==> config.mk <==
export PLATFORM = sky130hd
export DESIGN_NAME = cache_ram_stage
export DESIGN_NICKNAME = d
export VERILOG_FILES = /design/src/hdl/cache_stage_pkg.sv /design/src/hdl/stage_reg.sv /design/src/hdl/stage_layout.sv /design/src/hdl/cache_ram_stage.sv
export VERILOG_INCLUDE_DIRS = /design/src /design/src/hdl
export SDC_FILE = /design/constraint.sdc
export NUM_CORES = 1
export LEC_CHECK = 0
export ABC_CLOCK_PERIOD_IN_PS = 2900
export BUFFER_PORTS_ARGS = -buffer_cell sky130_fd_sc_hd__buf_2
export CAP_MARGIN = 20
export CORE_AREA = 2 2 176 178
export CTS_CLUSTER_DIAMETER = 200
export DETAILED_ROUTE_END_ITERATION = 10
export DIE_AREA = 0 0 178 180
export GPL_TIMING_DRIVEN = 0
export PLACE_DENSITY = 0.7
export SYNTH_ARGS = -nofsm -noshare
export SYNTH_HDL_FRONTEND = slang
export SYNTH_SLANG_ARGS = --single-unit
==> constraint.sdc <==
create_clock -name clk -period 2.9 [get_ports clk]
set_input_delay 0.29 -clock clk [delete_from_list [all_inputs] [get_ports clk]]
set_output_delay 0.29 -clock clk [all_outputs]
set_load 0.005 [all_outputs]
==> src/hdl/cache_stage_params.svh <==
`ifndef CACHE_STAGE_PARAMS_SVH
`define CACHE_STAGE_PARAMS_SVH

// Address fields of a slave access
`define ADDR_SPACE_BIT 14
`define ADDR_REG_BIT 3
`define ADDR_WORD_BIT 2
`define ADDR_TGT_HI 22
`define ADDR_TGT_LO 19
`define ADDR_BANK_HI 18
`define ADDR_BANK_LO 15
`define ADDR_IDX_HI 13
`define ADDR_IDX_LO 2

// Target codes in the block select field
`define TGT_SINGLE 4'h0
`define TGT_TAG 4'h1
`define TGT_DIRTY 4'h2
`define TGT_DOUBLE 4'h4
`define TGT_STROBED 4'h8

// Protection configuration codes
`define PROT_NONE 2'h0
`define PROT_PARITY 2'h1
`define PROT_ECC 2'h2

// Valid bit layouts of the staging registers
`define MASK_ALL 64'hffffffffffffffff
`define MASK_NONE 64'h0000000000000000
`define MASK_SB_PAR 64'h000000000000000f
`define MASK_SB_ECC 64'h000000000000007f
`define MASK_IC_CHK 64'h00000000000000ff
`define MASK_DB_ECC 64'h0000000000007f7f
`define MASK_DB_PAR 64'h0000000000000f0f
`define MASK_TAG_ECC 64'h000000003fffffff
`define MASK_TAG_PAR 64'h0000000000ffffff
`define MASK_TAG_NONE 64'h00000000007fffff
`define MASK_DIRTY_ECC 64'h000000007f7f7f7f
`define MASK_DIRTY_NONE 64'h0000000007070707

// Byte enables and word lanes
`define BE_ALL 8'hff
`define BE_LOW 8'h0f
`define BE_HIGH 8'hf0
`define WORD_ZERO 32'h00000000

`endif

==> src/hdl/cache_stage_pkg.sv <==
package cache_stage_pkg;

    typedef enum logic [1:0] {
        ST_IDLE,
        ST_RAM,
        ST_RESP
    } stage_state_e;

    typedef logic [1:0] prot_t;
    typedef logic [3:0] target_t;

endpackage

==> src/hdl/stage_reg.sv <==
`timescale 1ns/1ps
`include "cache_stage_params.svh"

module stage_reg #(
    parameter int BYTES = 8
) (
    // Clock and reset
    input wire logic clk,
    input wire logic rst_n,
    input wire logic ce,
    // Whole load or byte merge
    input wire logic load,
    input wire logic [BYTES*8-1:0] load_val,
    input wire logic [BYTES-1:0] be,
    input wire logic [BYTES*8-1:0] wval,
    // Contents
    output logic [BYTES*8-1:0] q
);

    wire logic [BYTES*8-1:0] next_q;

    genvar i;
    generate
        for (i = 0; i < BYTES; i = i + 1) begin : g_byte
            assign next_q[i*8 +: 8] = load ? load_val[i*8 +: 8] :
                                      be[i] ? wval[i*8 +: 8] : q[i*8 +: 8];
        end
    endgenerate

    // One process owns the whole register
    always_ff @(posedge clk or negedge rst_n) begin
        if (!rst_n) begin
            q <= {BYTES{8'h00}};
        end else if (ce) begin
            q <= next_q;
        end
    end

endmodule

==> src/hdl/stage_layout.sv <==
`timescale 1ns/1ps
`include "cache_stage_params.svh"

module stage_layout
    import cache_stage_pkg::*;
(
    // Access description
    input wire logic dcache,
    input wire target_t target,
    input wire prot_t dprot,
    input wire prot_t iprot,
    // Bits that really reach the RAM
    output logic [63:0] data_mask,
    output logic [63:0] check_mask
);

    wire logic is_tag;
    wire logic is_dirty;
    wire logic is_single;
    wire prot_t prot;
    assign prot = dcache ? dprot : iprot;
    assign is_tag = (target == `TGT_TAG);
    assign is_dirty = (target == `TGT_DIRTY);
    assign is_single = (target == `TGT_SINGLE);

    assign data_mask =
        is_tag ? ((prot == `PROT_ECC) ? `MASK_TAG_ECC :
                  (prot == `PROT_PARITY) ? `MASK_TAG_PAR : `MASK_TAG_NONE) :
        is_dirty ? ((prot == `PROT_ECC) ? `MASK_DIRTY_ECC
                                        : `MASK_DIRTY_NONE) :
        `MASK_ALL;

    assign check_mask =
        (is_tag || is_dirty || prot == `PROT_NONE) ? `MASK_NONE :
        !dcache ? `MASK_IC_CHK :
        is_single ? ((prot == `PROT_ECC) ? `MASK_SB_ECC : `MASK_SB_PAR) :
        ((prot == `PROT_ECC) ? `MASK_DB_ECC : `MASK_DB_PAR);

endmodule

==> src/hdl/cache_ram_stage.sv <==
// Behaviour
// - Window write merges staging, then commits RAM
// - Window read loads staging, returns staged data
// - Staging space accesses never touch RAM
// - Staging persists; RAM reads overwrite both
// - Check register errors when nothing protected
// - Index bit zero picks single-bank word
// - Low word merges bus and staging bytes
// - Low read fills low, clears upper
// - High word merges by strobes
// - High read fills upper staging word
// - Single-bank parity sits in bits 3:0
// - Instruction check bits sit in 7:0
// - Double-bank all bytes, strobed by strobes
// - Double-bank check codes 14:8 and 6:0
// - Double-bank parity 11:8 and 3:0
// - Unprotected data check reads zero
// - Tag with code: tag, valid, code
// - Tag with parity: single bit 23
// - Unprotected tag: tag and valid only
// - Dirty with code: four 7-bit lanes
// - Dirty without code: lane bits 2:0
// - Bit 14 space, bit 3 register
// - Bits 22:19 select the RAM target
// - Undefined addresses answer slave error
`timescale 1ns/1ps
`include "cache_stage_params.svh"

module cache_ram_stage
    import cache_stage_pkg::*;
#(
    parameter prot_t DCACHE_PROT = `PROT_ECC,
    parameter prot_t ICACHE_PROT = `PROT_ECC
) (
    // Clock and reset
    input wire logic clk,
    input wire logic rst_n,
    input wire logic ce,
    // Slave request
    input wire logic req_valid,
    output logic req_ready,
    input wire logic req_write,
    input wire logic req_dcache,
    input wire logic [22:0] slave_access_address,
    input wire logic [63:0] req_wdata,
    input wire logic [7:0] req_wstrb,
    // Slave response
    output logic resp_valid,
    output logic resp_err,
    output logic [63:0] resp_rdata,
    // Cache RAM port
    output logic ram_req,
    output logic ram_write,
    output logic ram_dcache,
    output logic [3:0] ram_target,
    output logic [3:0] ram_bank,
    output logic [11:0] ram_index,
    output logic [63:0] ram_wdata,
    output logic [63:0] ram_wcheck,
    output logic [7:0] ram_byte_en,
    input wire logic ram_ack,
    input wire logic [63:0] ram_rdata,
    input wire logic [63:0] ram_rcheck
);

    stage_state_e state;
    stage_state_e next_state;

    logic a_write;
    logic a_dcache;
    logic [22:0] a_addr;
    logic [7:0] a_wstrb;

    wire logic [63:0] data_q;
    wire logic [63:0] check_q;
    wire logic [63:0] data_mask;
    wire logic [63:0] check_mask;

    // Request decode
    wire logic take;
    wire logic sp_stage;
    wire logic sp_check;
    wire target_t tgt;
    wire logic [3:0] bank;
    wire logic bank_onehot;
    wire logic tgt_ok;
    wire logic stage_ok;
    wire logic any_prot;
    wire logic dec_err;
    wire logic ram_go;

    assign req_ready = (state == ST_IDLE);
    assign take = req_valid && req_ready && ce;
    assign sp_stage = slave_access_address[`ADDR_SPACE_BIT];
    assign sp_check = slave_access_address[`ADDR_REG_BIT];
    assign tgt = slave_access_address[`ADDR_TGT_HI:`ADDR_TGT_LO];
    assign bank = slave_access_address[`ADDR_BANK_HI:`ADDR_BANK_LO];
    assign bank_onehot = (bank != 4'h0) && ((bank & (bank - 4'h1)) == 4'h0);
    assign any_prot = (DCACHE_PROT != `PROT_NONE) ||
                      (ICACHE_PROT != `PROT_NONE);

    assign tgt_ok =
        (tgt == `TGT_SINGLE) ? bank_onehot :
        (tgt == `TGT_TAG) ? (req_write ? (bank != 4'h0) : bank_onehot) :
        (tgt == `TGT_DIRTY) ? (req_dcache && bank != 4'h0) :
        (tgt == `TGT_DOUBLE || tgt == `TGT_STROBED) ?
            (req_dcache && bank_onehot) : 1'b0;

    assign stage_ok = (slave_access_address[22:15] == 8'h00) &&
                      (slave_access_address[13:4] == 10'h000) &&
                      (!sp_check || any_prot);

    assign dec_err = sp_stage ? !stage_ok : !tgt_ok;
    assign ram_go = take && !sp_stage && !dec_err;

    // Latched access for the RAM phase
    wire logic a_single;
    wire logic a_idx0;
    wire target_t a_tgt;
    assign a_tgt = a_addr[`ADDR_TGT_HI:`ADDR_TGT_LO];
    assign a_single = (a_tgt == `TGT_SINGLE) && a_dcache;
    assign a_idx0 = a_addr[`ADDR_WORD_BIT];

    // Staging write merge at request time
    wire logic req_single;
    wire logic req_idx0;
    wire logic [7:0] win_be;
    wire logic wr_data_stage;
    wire logic wr_check_stage;
    assign req_single = (tgt == `TGT_SINGLE) && req_dcache;
    assign req_idx0 = slave_access_address[`ADDR_WORD_BIT];
    assign win_be = !req_single ? req_wstrb :
                    req_idx0 ? (req_wstrb & `BE_HIGH) :
                               (req_wstrb & `BE_LOW);
    assign wr_data_stage = take && req_write && !dec_err &&
                           (!sp_stage || !sp_check);
    assign wr_check_stage = take && req_write && !dec_err &&
                            sp_stage && sp_check;

    // Staging load after a RAM read
    wire logic rd_done;
    wire logic data_load;
    wire logic [63:0] rd_masked;
    wire logic [63:0] rd_data_val;
    wire logic [63:0] rd_check_val;
    wire logic [63:0] next_data_rd;
    assign rd_done = (state == ST_RAM) && !a_write && ram_ack && ce;
    assign rd_masked = ram_rdata & data_mask;
    assign rd_data_val = a_single ? {`WORD_ZERO, rd_masked[31:0]}
                                  : rd_masked;
    assign rd_check_val = ram_rcheck & check_mask;
    assign data_load = rd_done && !(a_single && a_idx0);
    assign next_data_rd = (a_single && a_idx0) ?
                          {rd_masked[31:0], data_q[31:0]} : rd_data_val;

    wire logic [7:0] data_be;
    wire logic [63:0] data_wval;
    assign data_be = (rd_done && a_single && a_idx0) ? `BE_HIGH :
                     !wr_data_stage ? 8'h00 :
                     sp_stage ? req_wstrb : win_be;
    assign data_wval = rd_done ? {rd_masked[31:0], `WORD_ZERO} : req_wdata;

    stage_reg #(
        .BYTES(8)
    ) u_data_stage (
        .clk(clk),
        .rst_n(rst_n),
        .ce(ce),
        .load(data_load),
        .load_val(rd_data_val),
        .be(data_be),
        .wval(data_wval),
        .q(data_q)
    );

    stage_reg #(
        .BYTES(8)
    ) u_check_stage (
        .clk(clk),
        .rst_n(rst_n),
        .ce(ce),
        .load(rd_done),
        .load_val(rd_check_val),
        .be(wr_check_stage ? req_wstrb : 8'h00),
        .wval(req_wdata),
        .q(check_q)
    );

    stage_layout u_layout (
        .dcache(a_dcache),
        .target(a_tgt),
        .dprot(DCACHE_PROT),
        .iprot(ICACHE_PROT),
        .data_mask(data_mask),
        .check_mask(check_mask)
    );

    // RAM port
    wire logic [63:0] wr_masked;
    assign wr_masked = data_q & data_mask;
    assign ram_req = (state == ST_RAM);
    assign ram_write = a_write;
    assign ram_dcache = a_dcache;
    assign ram_target = a_tgt;
    assign ram_bank = a_addr[`ADDR_BANK_HI:`ADDR_BANK_LO];
    assign ram_index = a_addr[`ADDR_IDX_HI:`ADDR_IDX_LO];
    assign ram_wdata = !a_single ? wr_masked :
                       a_idx0 ? {`WORD_ZERO, wr_masked[63:32]} :
                                {`WORD_ZERO, wr_masked[31:0]};
    assign ram_wcheck = check_q & check_mask;
    assign ram_byte_en = a_single ? `BE_LOW :
                         (a_tgt == `TGT_STROBED) ? a_wstrb : `BE_ALL;

    // Sequencer
    always_comb begin
        next_state = state;
        case (state)
            ST_IDLE: begin
                if (take) begin
                    next_state = ram_go ? ST_RAM : ST_RESP;
                end
            end
            ST_RAM: begin
                if (ram_ack) begin
                    next_state = ST_RESP;
                end
            end
            ST_RESP: begin
                next_state = ST_IDLE;
            end
            default: begin
                next_state = ST_IDLE;
            end
        endcase
    end

    always_ff @(posedge clk or negedge rst_n) begin
        if (!rst_n) begin
            state <= ST_IDLE;
        end else if (ce) begin
            state <= next_state;
        end
    end

    always_ff @(posedge clk or negedge rst_n) begin
        if (!rst_n) begin
            a_write <= 1'b0;
            a_dcache <= 1'b0;
            a_addr <= 23'h000000;
            a_wstrb <= 8'h00;
        end else if (take) begin
            a_write <= req_write;
            a_dcache <= req_dcache;
            a_addr <= slave_access_address;
            a_wstrb <= req_wstrb;
        end
    end

    // Response
    wire logic [63:0] stage_rd;
    assign stage_rd = sp_check ? check_q : data_q;

    always_ff @(posedge clk or negedge rst_n) begin
        if (!rst_n) begin
            resp_err <= 1'b0;
            resp_rdata <= 64'h0000000000000000;
        end else if (ce) begin
            if (take) begin
                resp_err <= dec_err;
                resp_rdata <= (sp_stage && !dec_err && !req_write) ?
                              stage_rd : 64'h0000000000000000;
            end else if (rd_done) begin
                resp_rdata <= next_data_rd;
            end
        end
    end

    assign resp_valid = (state == ST_RESP);
endmodule

==> Yosys cells after proc, flatten, opt, wreduce, memory -nomap -nowiden <==
Index checks and enable logic that the tools add are counted.
{ "op_classes": {"bitwise": 5, "eq_ne": 11, "muxes": 64, "reduce_logical": 78, "add_sub_neg": 1} }
{ "ops": {"columns": ["op", "n"], "rows": [
  ["$mux W64", 12],
  ["$mux W8", 40],
  ["$and A64 B64 Y64", 4],
  ["$reduce_and A2 Y1", 18],
  ["$reduce_bool A2 Y1", 17],
  ["$mux W32", 1],
  ["$logic_and A1 B1 Y1", 24],
  ["$mux W15", 1],
  ["$logic_not A4 Y1", 3],
  ["$logic_not A10 Y1", 1],
  ["$eq A4 B1 Y1 const B", 2],
  ["$eq A4 B2 Y1 const B", 2],
  ["$eq A4 B4 Y1 const B", 2],
  ["$logic_not A1 Y1", 8],
  ["$logic_not A8 Y1", 1],
  ["$mux W1", 6],
  ["$mux W2", 3],
  ["$and A4 B4 Y4", 1],
  ["$eq A4 B3 Y1 const B", 1],
  ["$ne A2 B1 Y1 const B", 2],
  ["$pmux W2 S2", 1],
  ["$reduce_bool A4 Y1", 1],
  ["$sub A4 B1 Y4 const B", 1],
  ["$logic_or A1 B1 Y1", 3],
  ["other kinds (4)", 4]
]} }
{ "totals": {"output_inout_bits": 226, "elab_cells": 182, "inputBits": 230, "regBits": 228} }

==> Logic depth before layout (Yosys ltp) <==
Gate-level depths: netlist of the first run.
{ "depth": {"ltp_word": 18, "mapped_depth": 10, "depth_no_buf": 6} }

==> Cells and area by module <==
Synthesis of the first run repeated with hierarchy kept, for this count alone.
{ "unflattened": {"hier_cells": 1909, "hier_area_um2": 15772.6} }
{ "by_module_without_submodules": {"columns": ["module", "seq_area_each_um2", "cells_per_inst", "instances", "area_per_inst_um2"], "rows": [
  ["cache_ram_stage", 2427.3, 1158, 1, 8425.6],
  ["stage_reg", 1601.5, 303, 2, 3139.3],
  ["stage_layout", 0.0, 145, 1, 1068.5]
]} }

==> Worst setup path before layout of the first run <==
No wires, ideal clock.
{ "synth_path": {"path_kind": "register -> output", "from": "register a_addr[20]", "to": "output port ram_wdata[10]", "arrival_time_ps": 2246, "path_buffers": 6, "required_ps": 2610, "stages_incl_launch_ff": 11, "path_slack_ps": 364, "path_cell_list": "dfrtp_1 -> clkbuf_1 -> nor3_1 -> and4b_1 -> clkbuf_1 -> buf_2 -> buf_2 -> buf_1 -> buf_2 -> nand2_1 -> nand2_1"} }
{ "synth_between": {"elab_chain_cells": 6, "word_cells_on_any_way": 9, "cone_classes": "eq/ne: 2; mux: 4; bitwise: 1; reduce/logical: 2"} }
{ "synth_lines": {"columns": ["element", "line_no", "source"], "rows": [
  ["start, declared", "cache_ram_stage.sv:71", "logic [22:0] a_addr;"],
  ["start signal, assigned", "cache_ram_stage.sv:254", "a_addr <= slave_access_address;"],
  ["$eq A4 B2 Y1 (no line)", null, null],
  ["$mux W64 (no line) (2 in a row)", null, null],
  ["$and A64 B64 Y64", "cache_ram_stage.sv:200", "assign wr_masked = data_q & data_mask;"],
  ["$mux W32", "cache_ram_stage.sv:208", "a_idx0 ? {`WORD_ZERO, wr_masked[63:32]} :"],
  ["$mux W64 (*)", "cache_ram_stage.sv:207", "assign ram_wdata = !a_single ? wr_masked :"],
  ["end, declared", "cache_ram_stage.sv:58", "output logic [63:0] ram_wdata,"]
]} }
Every way passes the cells marked *; elsewhere a longest branch is shown, timed or not.

==> Worst setup path in the final report of the first run <==
{ "layout_path": {"from": "register a_dcache, in the netlist ram_dcache", "to": "output port ram_wdata[30]"} }
{ "layout_between": {"elab_chain_cells": 2} }
{ "layout_lines": {"columns": ["element", "line_no", "source"], "rows": [
  ["start, declared", "cache_ram_stage.sv:70", "logic a_dcache;"],
  ["start signal, assigned", "cache_ram_stage.sv:253", "a_dcache <= req_dcache;"],
  ["$logic_and A1 B1 Y1", "cache_ram_stage.sv:121", "assign a_single = (a_tgt == `TGT_SINGLE) && a_dcache;"],
  ["$mux W64", "cache_ram_stage.sv:207", null]
]} }
No other way between the ends.

==> flow_summary.json, run 1 <==
{
  "yosysTopAreaCell": "dfrtp_1",
  "drv_slew": 0,
  "critical-path-top-delay-family": "buffers and inverters",
  "grt_max_degree": 116,
  "portBuffers": 349,
  "drive_above_1_share": 0.2790,
  "synth.top_cell.area_share": 0.4439,
  "synthTopCellsByArea": "dfrtp_1, nand2_1, mux2i_1, a221o_1, buf_4",
  "synthToLayoutAreaGrowth_pct": 31.36,
  "grt_pass1_wl_um": 84140,
  "fin_util": 0.5519,
  "yosys_register_bits": 225,
  "endpoint_kind": "primary output",
  "start_util": 0.4202,
  "worst_pin_slew_ns": 1.101,
  "fp.dieH_um": 180,
  "clk-insertion-delay-late_ns": 0.54,
  "die_w_um": 178,
  "drc_errors": 0,
  "ys_seq_area_frac": 0.4439,
  "fin_total_pwr_mw": 10.92,
  "clock-skew-final_ns": 0.01574,
  "drtIter0Drc": 1560,
  "synth_xor_area_frac": 0.002071,
  "drt-total-wl_um": 57890,
  "syn_area_per_cell_um2": 9.093,
  "syn_area_um2": 12680,
  "numCtsBuffers": 26,
  "worst-path-max-fanout": 10,
  "antenna_left": 0,
  "clk_path_buf_depth": 3,
  "track_usage": 0.3531,
  "place_congestion": 0.9376,
  "synth.yosys.warnings": 0,
  "num_rows": 64,
  "dieArea_um2": 32040,
  "core_um2": 30190,
  "synth_top_family_by_area": "simple AND/OR/NAND/NOR gates",
  "finalCritPeriodShare": 0.9935,
  "synth_mux_area_frac": 0.06392,
  "crit_chain": "nand4b_1, buf_6, clkbuf_4, clkbuf_4, nand2_1, a21oi_1, buf_2",
  "ys_types": 60,
  "grt_antenna_before_repair": 7,
  "status": "finished clean",
  "irDropWorstVdd_uv": 492.6,
  "detailed_place_hpwl_um": 43370,
  "slew_headroom": 0.2660,
  "wl_per_cell_um": 25.30,
  "vias": 13620,
  "fmax_mhz": 347.1,
  "synth_cells": 1395,
  "hold_class": "input port to flop",
  "vias_per_cell": 5.953,
  "htreeDepth": 1,
  "cts.sinks": 225,
  "powerDensity_nw_per_um2": 655.5,
  "leakage_nw": 8.412,
  "fin_nets": 2097,
  "crit_top_cell": "clkbuf_4",
  "crit_slowest_cell": "dfrtp_1",
  "first_pass_iters": 6,
  "hold_violations": 0,
  "cts_tree": "done",
  "ios": 456,
  "drv_cap": 0,
  "setup_viol": 0,
  "root_buffer": "clkbuf_16",
  "ys.flop_type": "dfrtp_1",
  "min_period_ns": 2.881,
  "worstSetupStartpointType": "flop",
  "overflow": 0,
  "synth-adder-area-share": 0.0007891,
  "critPathMaxStageDelay_ns": 0.53,
  "crit_required_ns": 2.61,
  "synth_edf_count": 0,
  "worstPathBufferInverterCount": 4,
  "first_global_vias": 13290,
  "async_flop_share": 1.000,
  "crit_type": "flop to primary output",
  "crit_arrival_ns": 2.59,
  "yosys.area_share.simple": 0.2138,
  "cts.clk_slew.worst_paths_ns": 0.07,
  "synth-compound-area-share": 0.2090
}
## final cells by class
type / count / area (µm²)
antenna: 7 / 17.52
buffer: 157 / 907.1
clock buffer: 40 / 774.5
clock inverter: 6 / 58.81
fill: 2857 / 13530
inverter: 7 / 26.28
multi-input combinational: 1048 / 6466
sequential: 225 / 5634
tap: 396 / 495.5
timing repair buffer: 402 / 2282
## cell usage in the layout (no fill, tap or decap), types with 8 or more instances in the layout
cell | netlist | final
a21oi_1 | 53 | 49
a221o_1 | 77 | 77
and2_1 | 51 | 51
and3_1 | 51 | 51
buf_2 | 9 | 358
buf_4 | 49 | 62
clkbuf_1 | 92 | 71
clkbuf_16 | 0 | 27
clkbuf_2 | 0 | 16
conb_1 | 1 | 49
dfrtp_1 | 225 | 222
dlygate4sd3_1 | 0 | 39
mux2i_1 | 81 | 81
nand2_1 | 336 | 336
nand2b_1 | 8 | 8
nand3_1 | 62 | 62
nor2_1 | 17 | 17
o211ai_1 | 40 | 40
o21ai_0 | 73 | 73
o311a_1 | 24 | 24
o31ai_1 | 34 | 33
or3_1 | 9 | 9
## what timing repair did
action / in CTS / in global routing
buffers inserted: 6 / 5
hold buffers: 39 / 0
gates resized for setup: 54 / 29
endpoints found under the hold margin: 153 / 0
pin swaps: 2 / 4
endpoints found under the setup margin: 210 / 110
## power by group
part	internal [mW]	switching [mW]	leakage (nW)
clock	1.92	1.37	0.412
combinational	1.46	1.65	5.05
sequential	3.75	0.783	2.95
## path summary, 6_finish.rpt
check / slack (ns) / depth (start not counted) / start / endpoint
hold / removal: 0.0004 / 3 / req_wdata[29] / u_check_stage.q[29]
max in group asynchronous: 1.34 / 3 / rst_n / u_check_stage.q[34]
min in group asynchronous: 0.43 / 2 / rst_n / a_addr[9]
setup / recovery: 0.02 / 7 / ram_dcache / ram_wdata[30]
setup reg to reg: 0.05 / 7 / state[1] / resp_rdata[45]
hold reg to reg: 0.47 / 2 / a_addr[12] / a_addr[12]
## kinds of logic after synthesis
kind of cell / Yosys count
AOI/OAI and AO/OA: 342
other: 1
and+or+nand+nor: 572
muxes: 81
xor gates and xnor gates: 3
adders and majority gates: 1
DFF: 225
buffers and inverters: 170
## Yosys cell counts, types with 24 or more instances
master / n
o211ai_1: 40
dfrtp_1: 225
and2_1: 51
clkbuf_1: 92
o31ai_1: 34
o21ai_0: 73
nand2_1: 336
mux2i_1: 81
o311a_1: 24
a221o_1: 77
a21oi_1: 53
and3_1: 51
nand3_1: 62
buf_4: 49
## registers in the layout (all words and copies together) (netlist names)
register and flops:
u_data_stage.q 64, ram_dcache 1, resp_err 1, u_check_stage.q 64
a_wstrb 8, resp_rdata 64, a_addr 20, ram_write 1
state 2
## stage by stage
stage / hold slack, ns / worst slack [ns] / std cells / TNS (ns) / instance area (µm²)
3_3_place_gp: 0.4551 / -2.632 / 2188 / -722.33 / 15110
5_1_grt: 0.001598 / -0.008841 / 2286 / -0.009721 / 16660
6_report: 0.0003706 / 0.01888 / 2288 / 0 / 16660
3_5_place_dp: 0.4475 / -0.8741 / 2191 / -66.98 / 15160
2_1_floorplan: -0.005591 / 0.3640 / 1443 / 0 / 12860
4_1_cts: 0.0004106 / 0.004387 / 2278 / 0 / 16550
## per-layer routing
metal | GRT usage | part of all wire
met3 | 0.06726 | 0.11
met2 | 0.5473 | 0.45
met1 | 0.4714 | 0.39
met5 | 0 | 0.00012
met4 | 0.1757 | 0.055
## worst min-delay path, cell delays in order
cell	delay, ns
buf_2	0.11
nand3_1	0.06
a21oi_1	0.05
Power figures use the tool's default switching activity.
==> run 2: changes to the inputs <==
- ABC_CLOCK_PERIOD_IN_PS: 2900 -> 2350
- CORE_AREA: 2 2 176 178 -> 2 2 180 182
- DIE_AREA: 0 0 178 180 -> 0 0 182 184
- clock period: 2.9 -> 2.35 ns (I/O delays scaled with it)
==> run 2 against run 1 <==
The run now ends with setup timing left. First-iteration DRC count is 17% higher. Via count is 6.9% higher. Cell area is 18% higher.
==> flow_summary.json, run 2 (synthesis results as in run 1) <==
{
  "status": "finished with violations",
  "violations": "setup timing",
  "start_util": 0.4041,
  "register_area_um2": 5638,
  "antenna_left": 0,
  "p_int_mw": 10.48,
  "fill_cells": 2643,
  "wl_per_cell_um": 25.81,
  "finalCritPeriodShare": 1.078,
  "setup_viol": 79,
  "leakage_nw": 9.770,
  "grt_antenna_before_repair": 4,
  "fmax_mhz": 394.8,
  "crit_slowest_cell": "dfrtp_2",
  "p_switching_mw": 5.403,
  "min_period_ns": 2.533,
  "final_cell_area_um2": 19580,
  "synthToLayoutAreaGrowth_pct": 54.37,
  "crit_start": "a_addr[19]",
  "root_buffer": "clkbuf_16",
  "drv_slew": 0,
  "place_congestion": 0.9294,
  "hold_violations": 0,
  "seqPwrFrac": 0.362,
  "cts_tree": "done",
  "comb_power_share": 0.343,
  "clk-insertion-delay-late_ns": 0.54,
  "core_um2": 31390,
  "die_w_um": 182,
  "worst-path-max-fanout": 10,
  "hp-start": "slave_access_address[21]",
  "drt-total-wl_um": 62370,
  "num_rows": 65,
  "cts.clk_slew.worst_paths_ns": 0.06,
  "cts.sinks": 225,
  "numCtsBuffers": 27,
  "drtIter0Drc": 1826,
  "drc_errors": 0,
  "htreeDepth": 1,
  "dpl_cell_area_um2": 15210,
  "vias": 14560,
  "powerDensity_nw_per_um2": 811.1,
  "fin_nets": 2219,
  "fp.dieH_um": 184,
  "worstSetupEndpoint": "ram_wdata[12]",
  "r2r_slack_ns": -0.01,
  "preCtsSetupSlack_ns": -1.178,
  "critPathMaxStageDelay_ns": 0.45,
  "slew_headroom": 0.2413,
  "worstSetupStartpointType": "flop",
  "track_usage": 0.3544,
  "hold_class": "input port to flop",
  "path_depth": 8,
  "worst_pin_slew_ns": 1.138,
  "worstReg2RegEnd": "u_data_stage.q[14]",
  "first_pass_iters": 5,
  "layout_commonest_cell": "buf_2",
  "clk_path_buf_depth": 3,
  "r2r_cells": 7,
  "first_global_vias": 13920,
  "critical-path-top-delay-family": "buffers and inverters",
  "dieArea_um2": 33490,
  "multi_input_area_um2": 7271,
  "r2r-start": "state[1]",
  "detailed_place_hpwl_um": 44370,
  "min_path_cells": 3,
  "portBuffers": 349,
  "endpoint_kind": "primary output",
  "clkPwrFrac": 0.295,
  "drv_cap": 0,
  "ios": 456,
  "crit_chain": "nor3_4, nand4b_1, clkbuf_8, clkbuf_16, clkbuf_16, nand2_1, nand2_2, buf_2",
  "netSwitchingFraction": 0.3402,
  "final_cell_mix": "buf_2, nand2_1, dfrtp_1, dlygate4sd3_1, buf_4",
  "worstPathBufferInverterCount": 4,
  "rsz0062_at_grt": "true",
  "overflow": 0,
  "crit_type": "flop to primary output",
  "timing.final.ws_setup_ns": -0.1832,
  "grt_max_degree": 106,
  "crit_arrival_ns": 2.30,
  "largestRegisters": "resp_rdata (64), u_check_stage.q (64), u_data_stage.q (64)",
  "clock-skew-final_ns": 0.01220,
  "vias_per_cell": 6.024,
  "grt_pass1_wl_um": 88680,
  "crit_top_cell": "clkbuf_16",
  "irDropWorstVdd_uv": 537.0,
  "crit_required_ns": 2.12,
  "drive_above_1_share": 0.3912
}
-- run 2: worst min-delay path, cell delays in order --
cell and delay [ns]:
buf_2 0.15, nand2_1 0.07, nand2_1 0.04
-- run 2: timing repair --
item,CTS,global route
resized for setup,312,165
hold endpoints to repair,213,0
pin swaps,46,75
hold buffers,100,0
setup buffers,50,17
gates cloned,6,3
setup endpoints to repair,300,246
-- run 2: per-layer routing --
layer | track usage | routed length (µm)
met5 | 0 | 0
met4 | 0.1587 | 3387
met3 | 0.07092 | 7203
met2 | 0.5734 | 28340
met1 | 0.4610 | 23430
-- run 2: power groups by stage --
stage / sequential (mW) / clock (mW) / combinational [mW]
final: 5.75 / 4.68 / 5.45
after floorplan: 5.20 / 0 / 1.87
after global placement: 5.57 / 0 / 3.56
after CTS: 5.63 / 4.66 / 4.81
after detailed placement: 5.58 / 0 / 3.61
after global routing: 5.81 / 4.83 / 5.74
-- run 2: how the worst min path moves through the flow --
stage                          endpoint  slack, ns
global route        u_check_stage.q[55]       0.02
CTS                 u_check_stage.q[55]      0.003
detailed placement   u_data_stage.q[37]       0.12
global placement     u_check_stage.q[4]       0.44
floorplan                    a_addr[10]      -0.06
finish                       a_addr[21]      0.006
-- run 2: layout make-up --
cell class / count / share of cell area
multi-input cells: 1048 / 0.3713
plain buffers: 156 / 0.06339
clock inverters: 12 / 0.009712
repair buffers: 524 / 0.1995
diodes: 5 / 0.0006390
flip-flops and latches: 225 / 0.2879
well taps: 402 / 0.02569
inverters: 7 / 0.001342
clock buffers: 37 / 0.04051
-- run 2: metrics by stage --
step,cells,power (mW),hold slack [ns],setup TNS (ns),util
6_report,2416,15.88,0.006389,-8.468,0.6238
5_1_grt,2413,16.38,0.01925,-12.82,0.6235
4_1_cts,2397,15.10,0.003424,-9.075,0.5990
3_5_place_dp,2197,9.192,0.1225,-212.07,0.4845
3_3_place_gp,2194,9.128,0.4440,-919.04,0.4823
2_1_floorplan,1443,7.077,-0.06059,-0.01752,-
